--- config.mk ---
export PLATFORM = sky130hd
export DESIGN_NAME = txdc_ctrl
export DESIGN_NICKNAME = d
export VERILOG_FILES = /design/src/hw/txdc_pkg.sv /design/src/hw/txdc_ctrl.sv /design/src/hw/txdc_skid_fifo.sv
export SDC_FILE = /design/constraint.sdc
export NUM_CORES = 1
export LEC_CHECK = 0
export ABC_AREA = 1
export CORE_ASPECT_RATIO = 0.75
export CORE_MARGIN = 2
export CORE_UTILIZATION = 55
export DETAILED_ROUTE_END_ITERATION = 10
export DONT_BUFFER_PORTS = 1
export PLACE_DENSITY_LB_ADDON = 0.1
export SETUP_SLACK_MARGIN = 0.3
export SYNTH_ARGS = -nofsm -noshare
export SYNTH_HDL_FRONTEND = slang
export SYNTH_HIERARCHICAL = 1
export SYNTH_SLANG_ARGS = --single-unit
--- constraint.sdc ---
create_clock -name clk -period 2 [get_ports clk]
set_clock_uncertainty 0.2 [all_clocks]
set_input_delay 0.2 -clock clk [delete_from_list [all_inputs] [get_ports clk]]
set_output_delay 0.2 -clock clk [all_outputs]
set_load 0.02 [all_outputs]
--- src/hw/txdc_pkg.sv ---
// Constants, field layouts and state types of the transmit descriptor controller
package txdc_pkg;

  // -------------------------------------------------------------------------
  // Control word field positions
  // -------------------------------------------------------------------------
  localparam int TXDC_CTRL_DONE_IRQ = 31;
  localparam int TXDC_CTRL_FINAL = 30;
  localparam int TXDC_CTRL_INITIAL = 29;
  localparam int TXDC_CTRL_FT_HI = 28;
  localparam int TXDC_CTRL_SETUP = 27;
  localparam int TXDC_CTRL_CRC_INH = 26;
  localparam int TXDC_CTRL_RING = 25;
  localparam int TXDC_CTRL_CHAIN = 24;
  localparam int TXDC_CTRL_PAD_INH = 23;
  localparam int TXDC_CTRL_FT_LO = 22;
  localparam int TXDC_CTRL_LEN2_MSB = 21;
  localparam int TXDC_CTRL_LEN2_LSB = 11;
  localparam int TXDC_CTRL_LEN1_MSB = 10;
  localparam int TXDC_CTRL_LEN1_LSB = 0;
  localparam int TXDC_LEN_W = 11;

  // -------------------------------------------------------------------------
  // Status word field positions
  // -------------------------------------------------------------------------
  localparam int TXDC_STAT_OWN = 31;
  localparam int TXDC_STAT_ERR_SUM = 15;
  localparam int TXDC_STAT_EXCESS = 8;
  localparam int TXDC_STAT_TALLY_MSB = 6;
  localparam int TXDC_STAT_TALLY_LSB = 3;
  localparam int TXDC_STAT_LINK = 2;
  localparam int TXDC_STAT_UNDER = 1;
  localparam int TXDC_STAT_CARRIER = 0;
  localparam int TXDC_TALLY_W = 4;

  // -------------------------------------------------------------------------
  // Encodings, reset values and cycle counts
  // -------------------------------------------------------------------------
  localparam logic [1:0] TXDC_ADV_SEQ = 2'h0;
  localparam logic [1:0] TXDC_ADV_RING = 2'h1;
  localparam logic [1:0] TXDC_ADV_CHAIN = 2'h2;
  localparam logic [1:0] TXDC_FT_PERFECT = 2'h0;
  localparam logic [1:0] TXDC_FT_HASH_ONE = 2'h1;
  localparam logic [1:0] TXDC_FT_INVERSE = 2'h2;
  localparam logic [1:0] TXDC_FT_HASH_ONLY = 2'h3;
  localparam logic [31:0] TXDC_CTRL_RST = 32'h0000_0000;
  localparam logic [31:0] TXDC_STAT_RST = 32'h0000_0000;
  localparam int TXDC_STARVE_CYC = 16;
  localparam int TXDC_BUF_DEPTH = 2;

  typedef enum logic [3:0] {
    TXDC_S_IDLE,
    TXDC_S_REQ1,
    TXDC_S_DATA1,
    TXDC_S_REQ2,
    TXDC_S_DATA2,
    TXDC_S_END,
    TXDC_S_RESULT,
    TXDC_S_WB,
    TXDC_S_SUSP
  } txdc_state_t;

endpackage

--- src/hw/txdc_ctrl.sv ---
// Transmit descriptor controller: walks descriptors, moves buffers, writes status
`timescale 1ns/1ps
`default_nettype none
module txdc_ctrl
  import txdc_pkg::*;
#(
  parameter int DATA_W = 32,
  parameter int STARVE_CYC = TXDC_STARVE_CYC
)
(
  // Clock and reset
  input wire logic clk,
  input wire logic resetn,
  // Descriptor fetch: control word and status word of the current descriptor
  input wire logic desc_valid,
  input wire logic [31:0] desc_status,
  input wire logic [31:0] desc_ctrl,
  output logic desc_ready,
  // Restart after suspension
  input wire logic poll_demand,
  output logic tx_suspended,
  // Buffer read requests to host memory
  output logic buf_req_valid,
  output logic buf_req_second,
  output logic [TXDC_LEN_W-1:0] buf_req_len,
  input wire logic buf_req_ready,
  // Buffer data from host memory
  input wire logic mem_valid,
  input wire logic [DATA_W-1:0] mem_data,
  input wire logic mem_last,
  output logic mem_ready,
  // Frame data to the transmitter or address filter loader
  output logic tx_valid,
  output logic [DATA_W-1:0] tx_data,
  output logic tx_last,
  input wire logic tx_ready,
  output logic tx_abort,
  // Per-frame options
  output logic tx_crc_append,
  output logic tx_pad_enable,
  output logic tx_setup_frame,
  // Transmit result from the transmitter
  input wire logic mac_result_valid,
  input wire logic [TXDC_TALLY_W-1:0] mac_collisions,
  input wire logic mac_excess_coll,
  input wire logic mac_deferred,
  input wire logic link_fail,
  // Status write-back and next-descriptor choice
  output logic wb_valid,
  output logic [31:0] wb_status,
  output logic [1:0] desc_advance,
  input wire logic wb_ready,
  // Address filter selection
  output logic filter_load,
  output logic [1:0] filter_type,
  // Events
  output logic tx_done_event,
  output logic tx_underflow_event
);

  localparam int SCW = $clog2(STARVE_CYC + 1);

  // -------------------------------------------------------------------------
  // State and held fields
  // -------------------------------------------------------------------------
  txdc_state_t state_ff, nxt_state;
  logic [31:0] ctrl_ff;
  logic [31:0] stat_ff;
  logic under_ff;
  logic in_frame_ff;
  logic [SCW-1:0] starve_ff;
  logic desc_ready_ff, buf_req_valid_ff, buf_req_second_ff, wb_valid_ff;
  logic [TXDC_LEN_W-1:0] buf_req_len_ff;
  logic tx_abort_ff, tx_crc_ff, tx_pad_ff, setup_ff;
  logic filter_load_ff, done_ev_ff, under_ev_ff, susp_ff;
  logic [1:0] filter_type_ff, advance_ff;

  // -------------------------------------------------------------------------
  // Control word decode
  // -------------------------------------------------------------------------
  wire is_final = ctrl_ff[TXDC_CTRL_FINAL];
  wire is_setup = ctrl_ff[TXDC_CTRL_SETUP];
  wire ring = ctrl_ff[TXDC_CTRL_RING];
  wire chain = ctrl_ff[TXDC_CTRL_CHAIN];
  wire [TXDC_LEN_W-1:0] len1 = ctrl_ff[TXDC_CTRL_LEN1_MSB:TXDC_CTRL_LEN1_LSB];
  wire [TXDC_LEN_W-1:0] len2 = ctrl_ff[TXDC_CTRL_LEN2_MSB:TXDC_CTRL_LEN2_LSB];
  // Chaining reuses the second address word, so its length means nothing then
  wire use1 = (len1 != '0);
  // Ring wrap overrides chaining, and then the second buffer is a real buffer
  wire use2 = (ring || !chain) && (len2 != '0) && !under_ff;
  // Ring wrap wins whenever both linking bits are set
  wire [1:0] adv_sel = ring ? TXDC_ADV_RING : (chain ? TXDC_ADV_CHAIN : TXDC_ADV_SEQ);
  wire [1:0] ft_sel = {ctrl_ff[TXDC_CTRL_FT_HI], ctrl_ff[TXDC_CTRL_FT_LO]};
  wire take_desc = desc_valid && desc_ready_ff;
  wire owned = desc_status[TXDC_STAT_OWN];
  wire first_seg = desc_ctrl[TXDC_CTRL_INITIAL];
  wire nxt_pad = !desc_ctrl[TXDC_CTRL_PAD_INH];
  // Padding on means a CRC is always added, whatever the inhibit bit says
  wire nxt_crc = nxt_pad || !desc_ctrl[TXDC_CTRL_CRC_INH];
  wire in_data1 = (state_ff == TXDC_S_DATA1);
  wire in_data2 = (state_ff == TXDC_S_DATA2);
  wire moving = in_data1 || in_data2 || (state_ff == TXDC_S_REQ2);
  wire beat = mem_valid && mem_ready && (in_data1 || in_data2);
  wire beat_last = beat && mem_last;
  wire buf_last = in_data2 || !use2;
  wire wb_done = wb_valid_ff && wb_ready;
  wire req_take = buf_req_valid_ff && buf_req_ready;

  // -------------------------------------------------------------------------
  // Data path through the two-entry buffer; dropped while aborting
  // -------------------------------------------------------------------------
  wire fifo_in_valid = beat && !under_ff;
  wire fifo_last = mem_last && is_final && buf_last;
  wire [DATA_W:0] fifo_out;
  wire fifo_out_valid;

  txdc_skid_fifo #(
    .WIDTH(DATA_W + 1),
    .DEPTH(TXDC_BUF_DEPTH)
  ) u_fifo (
    .clk(clk),
    .resetn(resetn),
    .in_valid(fifo_in_valid),
    .in_data({fifo_last, mem_data}),
    .in_ready(mem_ready),
    .out_ready(tx_ready),
    .out_valid(fifo_out_valid),
    .out_data(fifo_out)
  );

  assign tx_valid = fifo_out_valid;
  assign tx_data = fifo_out[DATA_W-1:0];
  assign tx_last = fifo_out[DATA_W];

  // -------------------------------------------------------------------------
  // Starvation watch: transmitter waiting mid-frame with nothing buffered
  // -------------------------------------------------------------------------
  wire starving = in_frame_ff && moving && tx_ready && !fifo_out_valid && !under_ff;
  wire underrun = starving && (starve_ff == SCW'(STARVE_CYC - 1));
  wire tx_beat = tx_valid && tx_ready;

  always_ff @(posedge clk or negedge resetn)
  begin
    if (!resetn)
      starve_ff <= '0;
    else
      starve_ff <= starving ? starve_ff + SCW'(1) : '0;
  end

  // Tracks whether a frame has begun leaving towards the transmitter
  always_ff @(posedge clk or negedge resetn)
  begin
    if (!resetn)
      in_frame_ff <= 1'b0;
    else if (underrun || (tx_beat && tx_last))
      in_frame_ff <= 1'b0;
    else if (tx_beat)
      in_frame_ff <= 1'b1;
  end

  // -------------------------------------------------------------------------
  // Descriptor walk
  // -------------------------------------------------------------------------
  always_comb
  begin
    nxt_state = state_ff;
    case (state_ff)
      TXDC_S_IDLE:
        if (take_desc)
          nxt_state = owned ? TXDC_S_REQ1 : TXDC_S_SUSP;
      TXDC_S_REQ1:
        if (!use1)
          nxt_state = TXDC_S_REQ2;
        else if (req_take)
          nxt_state = TXDC_S_DATA1;
      TXDC_S_DATA1:
        if (beat_last)
          nxt_state = TXDC_S_REQ2;
      TXDC_S_REQ2:
        if (!use2)
          nxt_state = TXDC_S_END;
        else if (req_take)
          nxt_state = TXDC_S_DATA2;
      TXDC_S_DATA2:
        if (beat_last)
          nxt_state = TXDC_S_END;
      TXDC_S_END:
        if (!under_ff && is_final && !is_setup && !fifo_out_valid)
          nxt_state = TXDC_S_RESULT;
        else if (under_ff || !is_final || is_setup)
          nxt_state = TXDC_S_WB;
      TXDC_S_RESULT:
        if (mac_result_valid)
          nxt_state = TXDC_S_WB;
      TXDC_S_WB:
        if (wb_done)
          nxt_state = under_ff ? TXDC_S_SUSP : TXDC_S_IDLE;
      TXDC_S_SUSP:
        if (poll_demand)
          nxt_state = TXDC_S_IDLE;
      default:
        nxt_state = TXDC_S_IDLE;
    endcase
  end

  // State register and registered handshake outputs
  always_ff @(posedge clk or negedge resetn)
  begin
    if (!resetn)
    begin
      state_ff <= TXDC_S_IDLE;
      desc_ready_ff <= 1'b0;
      buf_req_valid_ff <= 1'b0;
      buf_req_second_ff <= 1'b0;
      buf_req_len_ff <= '0;
      wb_valid_ff <= 1'b0;
      susp_ff <= 1'b0;
    end
    else
    begin
      state_ff <= nxt_state;
      desc_ready_ff <= (nxt_state == TXDC_S_IDLE) && !take_desc;
      // Held off in the take cycle: the lengths then still show the old word
      buf_req_valid_ff <= ((nxt_state == TXDC_S_REQ1) && (state_ff == TXDC_S_REQ1)
                          && use1 && !req_take)
                          || ((nxt_state == TXDC_S_REQ2) && use2 && !req_take);
      buf_req_second_ff <= (nxt_state == TXDC_S_REQ2);
      buf_req_len_ff <= (nxt_state == TXDC_S_REQ2) ? len2 : len1;
      wb_valid_ff <= (nxt_state == TXDC_S_WB) && !wb_done;
      susp_ff <= (nxt_state == TXDC_S_SUSP);
    end
  end

  // -------------------------------------------------------------------------
  // Descriptor fields and per-frame options
  // -------------------------------------------------------------------------
  always_ff @(posedge clk or negedge resetn)
  begin
    if (!resetn)
    begin
      ctrl_ff <= TXDC_CTRL_RST;
      tx_crc_ff <= 1'b1;
      tx_pad_ff <= 1'b1;
      setup_ff <= 1'b0;
    end
    else if (take_desc && owned)
    begin
      ctrl_ff <= desc_ctrl;
      setup_ff <= desc_ctrl[TXDC_CTRL_SETUP];
      // Options only change at a frame start; later segments keep them
      if (first_seg)
      begin
        tx_crc_ff <= nxt_crc;
        tx_pad_ff <= nxt_pad;
      end
    end
  end

  // -------------------------------------------------------------------------
  // Underflow abort; cleared only once the host is told
  // -------------------------------------------------------------------------
  always_ff @(posedge clk or negedge resetn)
  begin
    if (!resetn)
    begin
      under_ff <= 1'b0;
      tx_abort_ff <= 1'b0;
    end
    else
    begin
      tx_abort_ff <= underrun;
      if (underrun)
        under_ff <= 1'b1;
      else if (wb_done)
        under_ff <= 1'b0;
    end
  end

  // -------------------------------------------------------------------------
  // Completion status, written in one word with ownership returned
  // -------------------------------------------------------------------------
  always_ff @(posedge clk or negedge resetn)
  begin
    if (!resetn)
      stat_ff <= TXDC_STAT_RST;
    else if (take_desc)
      stat_ff <= TXDC_STAT_RST;
    else if ((state_ff == TXDC_S_RESULT) && mac_result_valid)
    begin
      // A tally beside excess collisions is not meaningful, so it reads zero
      stat_ff[TXDC_STAT_TALLY_MSB:TXDC_STAT_TALLY_LSB] <=
        mac_excess_coll ? '0 : mac_collisions;
      stat_ff[TXDC_STAT_EXCESS] <= mac_excess_coll;
      stat_ff[TXDC_STAT_LINK] <= link_fail;
      stat_ff[TXDC_STAT_CARRIER] <= mac_deferred;
      stat_ff[TXDC_STAT_ERR_SUM] <= mac_excess_coll || link_fail;
    end
    else if ((state_ff == TXDC_S_END) && under_ff)
    begin
      stat_ff[TXDC_STAT_UNDER] <= 1'b1;
      stat_ff[TXDC_STAT_ERR_SUM] <= 1'b1;
    end
  end

  // Own bit stays clear in the written word: status and hand back are atomic
  assign wb_status = {1'b0, stat_ff[30:0]};

  // -------------------------------------------------------------------------
  // Events, filter selection and next-descriptor choice
  // -------------------------------------------------------------------------
  wire done_irq = ctrl_ff[TXDC_CTRL_DONE_IRQ] && (is_final || is_setup);

  always_ff @(posedge clk or negedge resetn)
  begin
    if (!resetn)
    begin
      done_ev_ff <= 1'b0;
      under_ev_ff <= 1'b0;
      filter_load_ff <= 1'b0;
      filter_type_ff <= TXDC_FT_PERFECT;
      advance_ff <= TXDC_ADV_SEQ;
    end
    else
    begin
      done_ev_ff <= wb_done && (under_ff || done_irq);
      under_ev_ff <= wb_done && under_ff;
      filter_load_ff <= wb_done && is_setup && !under_ff;
      if (wb_done && is_setup)
        filter_type_ff <= ft_sel;
      if ((nxt_state == TXDC_S_WB) && (state_ff != TXDC_S_WB))
        advance_ff <= adv_sel;
    end
  end

  // -------------------------------------------------------------------------
  // Output drive
  // -------------------------------------------------------------------------
  assign desc_ready = desc_ready_ff;
  assign tx_suspended = susp_ff;
  assign buf_req_valid = buf_req_valid_ff;
  assign buf_req_second = buf_req_second_ff;
  assign buf_req_len = buf_req_len_ff;
  assign tx_abort = tx_abort_ff;
  assign tx_crc_append = tx_crc_ff;
  assign tx_pad_enable = tx_pad_ff;
  assign tx_setup_frame = setup_ff;
  assign wb_valid = wb_valid_ff;
  assign desc_advance = advance_ff;
  assign filter_load = filter_load_ff;
  assign filter_type = filter_type_ff;
  assign tx_done_event = done_ev_ff;
  assign tx_underflow_event = under_ev_ff;

endmodule
`default_nettype wire

--- src/hw/txdc_skid_fifo.sv ---
// Small shift-register FIFO between host memory data and the transmitter
`timescale 1ns/1ps
`default_nettype none
module txdc_skid_fifo
  import txdc_pkg::*;
#(
  parameter int WIDTH = 33,
  parameter int DEPTH = TXDC_BUF_DEPTH
)
(
  // Clock and reset
  input wire logic clk,
  input wire logic resetn,
  // Filling side
  input wire logic in_valid,
  input wire logic [WIDTH-1:0] in_data,
  output logic in_ready,
  // Draining side
  input wire logic out_ready,
  output logic out_valid,
  output logic [WIDTH-1:0] out_data
);

  localparam int CW = $clog2(DEPTH + 1);
  localparam logic [CW-1:0] CNT_ONE = CW'(1);
  localparam logic [CW-1:0] CNT_FULL = CW'(DEPTH);

  logic [WIDTH-1:0] mem_ff [DEPTH];
  logic [CW-1:0] cnt_ff;
  logic [CW-1:0] nxt_cnt;
  wire push = in_valid && in_ready;
  wire pop = out_valid && out_ready;

  // Head always sits in entry 0 so the output is a plain register
  assign out_data = mem_ff[0];
  assign out_valid = (cnt_ff != '0);
  assign in_ready = (cnt_ff != CNT_FULL);
  assign nxt_cnt = cnt_ff + (push ? CNT_ONE : '0) - (pop ? CNT_ONE : '0);

  // -------------------------------------------------------------------------
  // Per-entry storage: shift down on pop, write at the tail on push
  // -------------------------------------------------------------------------
  for (genvar i = 0; i < DEPTH; i++)
  begin : g_entry
    logic [WIDTH-1:0] above;
    wire fill_here = push && (pop ? (cnt_ff == CW'(i + 1)) : (cnt_ff == CW'(i)));
    if (i == DEPTH - 1)
    begin : g_top
      assign above = mem_ff[i];
    end
    else
    begin : g_mid
      assign above = mem_ff[i + 1];
    end
    always_ff @(posedge clk or negedge resetn)
    begin
      if (!resetn)
        mem_ff[i] <= '0;
      else if (fill_here)
        mem_ff[i] <= in_data;
      else if (pop)
        mem_ff[i] <= above;
    end
  end

  // Occupancy count
  always_ff @(posedge clk or negedge resetn)
  begin
    if (!resetn)
      cnt_ff <= '0;
    else
      cnt_ff <= nxt_cnt;
  end

endmodule
`default_nettype wire
# [Yosys cells after proc, flatten, opt, wreduce, memory -nomap -nowiden]
# Index checks and enable logic that the tools add are counted.
[totals] regBits=147 latch_bits=0 ram_bits=0 rom_bits=0 inputBits=113 word_cells=163 memories=0
[classes] add_sub_neg=3 mul=0 div=0 order_cmp=0 n_eq_ne=18 shifts=0 muxes=39 n_bitwise=0 reduce_logical=77
[ops] op="2-to-1 mux 33 bit" n=2
[ops] op="2-to-1 mux 4 bit" n=15
[ops] op="logical AND 1 bit" n=40
[ops] op="one-hot mux 4 bit (9 select lines)" n=1
[ops] op="nonzero test 11 bit" n=2
[ops] op="== test 4 x 3 -> 1 bit, second input constant" n=5
[ops] op="2-to-1 mux 1 bit" n=15
[ops] op="== test 4 x 2 -> 1 bit, second input constant" n=3
[ops] op="logical OR 1 bit" n=12
[ops] op="nonzero test 2 bit" n=6
[ops] op="zero test 1 bit" n=11
[ops] op="2-to-1 mux 11 bit" n=1
[ops] op="2-to-1 mux 5 bit" n=2
[ops] op="== test 4 x 1 -> 1 bit, second input constant" n=2
[ops] op="== test 4 bit, second input constant" n=2
[ops] op="zero test 4 bit" n=2
[ops] op="2-to-1 mux 7 bit" n=1
[ops] op="adder 5 x 1 -> 5 bit, second input constant" n=1
[ops] op="== test 5 x 4 -> 1 bit, second input constant" n=1
[ops] op="2-to-1 mux 2 bit" n=2
[ops] op="inequality test 2 bit, second input constant" n=2
[ops] op="inequality test 4 x 3 -> 1 bit, second input constant" n=1
[ops] op="AND reduction 2 bit" n=2
[ops] op="nonzero test 3 bit" n=1
[ops] op="5 further kinds" n=5

# [Logic depth before layout (Yosys ltp)]
[depth] ltp_word=11 depth_mapped=17

# [Hierarchy]
# Netlist, hierarchy kept.
[by_module_without_submodules] mod="txdc_ctrl" n_inst=1 cells_each=414 area_per_inst_um2=3500.9
[by_module_without_submodules] mod="txdc_skid_fifo" n_inst=1 cells_each=420 area_per_inst_um2=3316.9

# [Worst setup path after synthesis]
# Ideal clock, no wire load.
[synth_timing] path_type="register to register" startpoint="register u_fifo.cnt_ff[1]" endpoint="register u_fifo.mem_ff (netlist bit u_fifo/g_entry[0].above[10])" setup_ns=0.121 arrival_time_ns=1.751 required_ns=1.679 setup_slack_ns=-0.071 path_stages_with_launch=12 n_path_buf=3 cell_sequence="dfrtp_1 -> buf_6 -> nand2_1 -> nand3_1 -> nor2_1 -> inv_1 -> nor2_8 -> nand3_2 -> buf_2 -> buf_4 -> nand2_1 -> o21ai_1"
[synth_between] elab_chain_len=6 word_cells_on_any_way=11
[synth_rtl] element="start: declaration" line="txdc_skid_fifo.sv:29" rtl="logic [CW-1:0] cnt_ff;"
[synth_rtl] element="start signal: assignment" line="txdc_skid_fifo.sv:72" rtl="cnt_ff <= nxt_cnt;"
[synth_rtl] element="inequality test 2 bit" line="txdc_skid_fifo.sv:37" rtl="assign in_ready = (cnt_ff != CNT_FULL);"
[synth_rtl] element="net mem_ready" line="txdc_ctrl.sv:31" rtl="output logic mem_ready,"
[synth_rtl] element="logical AND 1 bit (2 in series)" line="txdc_ctrl.sv:103" rtl="wire beat = mem_valid && mem_ready && (in_data1 || in_data2);"
[synth_rtl] element="logical AND 1 bit" line="txdc_ctrl.sv:112" rtl="wire fifo_in_valid = beat && !under_ff;"
[synth_rtl] element="net fifo_in_valid" line="txdc_ctrl.sv:112"
[synth_rtl] element="logical AND 1 bit" line="txdc_skid_fifo.sv:31" rtl="wire push = in_valid && in_ready;"
[synth_rtl] element="logical AND 1 bit" line="txdc_skid_fifo.sv:46" rtl="wire fill_here = push && (pop ? (cnt_ff == CW'(i + 1)) : (cnt_ff == CW'(i)));"
[synth_rtl] element="end signal: indexed assignment" line="txdc_skid_fifo.sv:60" rtl="mem_ff[i] <= in_data;"
[synth_rtl] element="end signal: indexed assignment" line="txdc_skid_fifo.sv:62" rtl="mem_ff[i] <= above;"
[synth_rtl] element="end: declaration" line="txdc_skid_fifo.sv:28" rtl="logic [WIDTH-1:0] mem_ff [DEPTH];"
# The timed path passes the listed nets, and every way through them passes these cells.
# A chain may end at the register's enable or synchronous reset.

# [Final worst setup path]
[layout_timing] startpoint="register state_ff[0]" endpoint="register buf_req_len_ff[10] (netlist: buf_req_len[10])"
[layout_between] elab_chain_len=8 word_cells_on_any_way=27
[layout_rtl] element="start: declaration" line="txdc_ctrl.sv:66" rtl="txdc_state_t state_ff, nxt_state;"
[layout_rtl] element="start signal: assignment" line="txdc_ctrl.sv:221" rtl="state_ff <= nxt_state;"
[layout_rtl] element="== test 4 x 2 -> 1 bit / == test 4 x 3 -> 1 bit (equally long branches)" line="txdc_ctrl.sv:100, txdc_ctrl.sv:167, txdc_ctrl.sv:101"
[layout_rtl] element="logical OR 1 bit" line="txdc_ctrl.sv:103"
[layout_rtl] element="logical AND 1 bit" line="txdc_ctrl.sv:103"
[layout_rtl] element="logical AND 1 bit" line="txdc_ctrl.sv:104" rtl="wire beat_last = beat && mem_last;"
[layout_rtl] element="2-to-1 mux 4 bit (on tied branches)" line="txdc_ctrl.sv:185, txdc_ctrl.sv:177"
[layout_rtl] element="one-hot mux 4 bit (9 select lines) *" line="txdc_ctrl.sv:167" rtl="case (state_ff)"
[layout_rtl] element="net nxt_state[1]" line="txdc_ctrl.sv:66"
[layout_rtl] element="== test 4 x 2 -> 1 bit *" line="txdc_ctrl.sv:228" rtl="buf_req_len_ff <= (nxt_state == TXDC_S_REQ2) ? len2 : len1;"
[layout_rtl] element="2-to-1 mux 11 bit *" line="txdc_ctrl.sv:228"
[layout_rtl] element="end signal: assignment" line="txdc_ctrl.sv:228"
[layout_rtl] element="end: declaration" line="txdc_ctrl.sv:73" rtl="logic [TXDC_LEN_W-1:0] buf_req_len_ff;"
# The timed path passes the listed nets; every way through them passes the cells marked *.

==> impl_metrics.env <==
export IMPL_status="finished, violations left"
export IMPL_violations="negative hold slack, negative setup slack"
export IMPL_grt_antenna_before_repair=0
export IMPL_max_freq_ghz=0.478
export IMPL_fin_area_sq_um=9760
export IMPL_end_kind="flop"
export IMPL_slew_viol_final=0
export IMPL_start_util_pct=56.0
export IMPL_worstPathMaxFanout=7
export IMPL_post_drt_via_cell_ratio=5.44
export IMPL_worstSetupPathType="reg -> reg"
export IMPL_hold_class="in -> async"
export IMPL_crit_top_cell="buf_6"
export IMPL_grt_pass1_vias=5876
export IMPL_timing_setup_tns_ns=-3.63
export IMPL_coreArea_sq_um=12200
export IMPL_grt_pass1_wl_mm=28.4
export IMPL_synthMuxAreaShare_pct=0
export IMPL_yosysSeqAreaShare_pct=52.5
export IMPL_finalHoldViolCount=145
export IMPL_arrival_ns=2.20
export IMPL_crit_family="buffers and inverters"
export IMPL_clk_latency_ns=0.42
export IMPL_synth_seq_cells=143
export IMPL_synth_largest_area_cell="dfrtp_1"
export IMPL_row_count=35
export IMPL_h_tree_depth=4
export IMPL_syn_avg_cell_area_sq_um=8.17
export IMPL_netlist_top_cells_area="dfrtp_1 (52%), nand2_1 (13%), nand3_1 (9.9%), inv_1 (6.1%), buf_4 (3.1%)"
export IMPL_clock_tree_root_cell="clkbuf_16"
export IMPL_ys_types=39
export IMPL_synth_area_sq_um=6820
export IMPL_drc=0
export IMPL_synth_top_family_by_area="simple AND/OR/NAND/NOR gates"
export IMPL_worstRegToRegCells=14
export IMPL_routedWlPerCell_um=18.0
export IMPL_synthAdderAreaFrac_pct=0.551
export IMPL_clk_pin_slew_ns=0.06
export IMPL_holdWs_ns=-0.727
export IMPL_drt_iter0_markers=528
export IMPL_dp_hpwl_mm=10.1
export IMPL_async_flop_share_pct=100
export IMPL_ctsHoldBuffers=83
export IMPL_die_area_sq_um=13300
export IMPL_cts_tree="built"
export IMPL_drive_gt1_share_pct=27.8
export IMPL_instances_no_fill=1149
export IMPL_detail_route_antenna_nets=0
export IMPL_cp_depth=14
export IMPL_die_h_um=100
export IMPL_clock_sinks=143
export IMPL_crit_path_end="buf_req_len[10]$_DFF_PN0_"
export IMPL_finalSetupViolations=82
export IMPL_vdd_drop_max_mv=0.809
export IMPL_fin_nets=1086
export IMPL_dpl_cell_count=1002
export IMPL_ys_warn_count=6
export IMPL_vias=6255
export IMPL_grt_usage_pct=26.9
export IMPL_crit_path_start="state_ff[0]$_DFF_PN0_"
export IMPL_synth_edf_count=0
export IMPL_synth_top_area_share_pct=51.8
export IMPL_crit_required_ns=2.11
export IMPL_worstReg2RegStart="state_ff[0]$_DFF_PN0_"
export IMPL_cts_buffers=17
export IMPL_p_leak_nw=4.81
export IMPL_crit_chain="buf_6 > buf_6 > buf_6 > nand2_8 > inv_6 > nand3_4 > nand2_2 > a21oi_2 > nand3_2 > nand2_4 > clkinv_8 > buf_6 > nand3_2 > nand2_2"
export IMPL_io_buffers=0
export IMPL_grt_setup_unrepaired="true"
export IMPL_first_pass_iters=5
export IMPL_timing_final_ws_setup_ns=-0.0919
export IMPL_ys_flop_type="dfrtp_1"
export IMPL_reg2reg_setup_slack_ns=-0.09
export IMPL_period_needed_ns=2.09
export IMPL_fin_crit_sh_pct=105
export IMPL_syn_inst=834
export IMPL_clockBufferDepth=2
export IMPL_area_growth_pct=43.2
export IMPL_synth_xor_area_share_pct=0.128
export IMPL_cp_start_kind="flop"
export IMPL_gp_congestion=0.866
export IMPL_crit_path_max_incr_delay_ns=0.43
export IMPL_drt_total_wl_mm=20.7
export IMPL_antenna_cells=0
export IMPL_crit_slowest_cell="dfrtp_1"
export IMPL_maxCapViolCount=0
export IMPL_yosys_area_share_simple_pct=28.8
export IMPL_synth_compound_area_share_pct=5.65
export IMPL_die_w_um=133
export IMPL_r2r_end="buf_req_len[10]$_DFF_PN0_"
export IMPL_path_buf_inv=6
export IMPL_grt_max_degree=144
export IMPL_placed_area_sq_um=7190
export IMPL_powerDensity_nw_per_um2=1510
export IMPL_io_pins=207
export IMPL_grt_ovfl_total=0
export IMPL_dp_slack_ns=-0.0667
## cells in the mapped netlist, types with 4 or more instances
cell,instances
nand2_1,233
dfrtp_1,141
nand3_1,135
inv_1,110
o21ai_0,38
nor2_1,33
buf_4,28
o21ai_1,19
nand2_2,13
buf_2,10
clkbuf_1,10
buf_6,6
nand3_2,6
a21oi_1,5
inv_2,5
buf_1,4
nor2_2,4
o21ai_2,4
## layer usage
layer / global-route usage (%) / vias up / part of all wire, %
met5: 0 / - / 0
met4: 8.19 / 0 / 2.1
met3: 6.77 / 48 / 7.9
met2: 44.6 / 303 / 49
met1: 35.4 / 3049 / 41
li1: - / 2855 / -
## metrics by stage
step | total power [mW] | hold slack (ns) | util, %
after floorplan | 8.37 | -0.296 | -
final | 14.7 | -0.727 | 80.2
after CTS | 13.7 | -0.739 | 74.0
after global routing | 15.5 | -0.754 | 80.2
after global placement | 9.41 | -0.292 | 59.1
after detailed placement | 9.55 | -0.292 | 59.1
## where the power goes
part	internal (mW)	leakage [nW]	switching (mW)
Combinational	2.56	2.69	3.47
Sequential	4.07	1.85	1.59
Clock	1.79	0.266	1.26
Total	8.41	4.81	6.33
## area by class of cell
class / instances / area, sq um
flip-flops and latches: 143 / 3580
multi-input cells: 538 / 3220
fillers: 763 / 2410
repair buffers: 152 / 1710
clock buffers: 21 / 460
inverters: 117 / 459
well taps: 166 / 208
clock inverters: 11 / 109
repair inverters: 1 / 11.3
## state kept, by name, summed over array words and instances (netlist names), 2 cells and up
signal,cells
u_fifo/g_entry.above,33
desc_advance,2
ctrl_ff,29
stat_ff,9
u_fifo/cnt_ff,2
buf_req_len,11
u_fifo/out_data,33
state_ff,4
filter_type,2
starve_ff,5
## worst min-delay path by stage
stage                start                        to  slack (ns)  depth (start not counted)
finish              resetn    stat_ff[2]$_DFFE_PN0P_       -0.73                          0
global route        resetn    stat_ff[8]$_DFFE_PN0P_       -0.75                          0
CTS                 resetn    stat_ff[0]$_DFFE_PN0P_       -0.74                          0
detailed placement  resetn    stat_ff[2]$_DFFE_PN0P_       -0.29                          0
global placement    resetn    stat_ff[0]$_DFFE_PN0P_       -0.29                          0
floorplan           resetn  buf_req_len[0]$_DFF_PN0_       -0.30                          0
## timing repair
item,in CTS,in global routing
pin swaps,26,60
buffers inserted,16,1
endpoints found under the hold margin,266,145
setup endpoints to repair,87,101
gates resized for setup,61,110
cloned,2,13
## cells in the final DEF, fill, tap and decap left out, types with 20 or more instances in the layout
cell type / instances
conb_1: 23
nand3_1: 57
inv_1: 107
o21ai_1: 33
dfrtp_1: 139
o21ai_0: 20
nor2_1: 23
nand3_2: 77
dlygate4sd3_1: 83
buf_4: 33
clkbuf_16: 26
nand2_1: 204
nand2_2: 34
## logic make-up after synthesis
kind of cell,Yosys count
AOI/OAI and AO/OA,71
xor gates and xnor gates,1
adders and majority gates,3
buffers and inverters,176
DFF,143
other,1
and+or+nand+nor,439
Power figures use the tool's default switching activity.
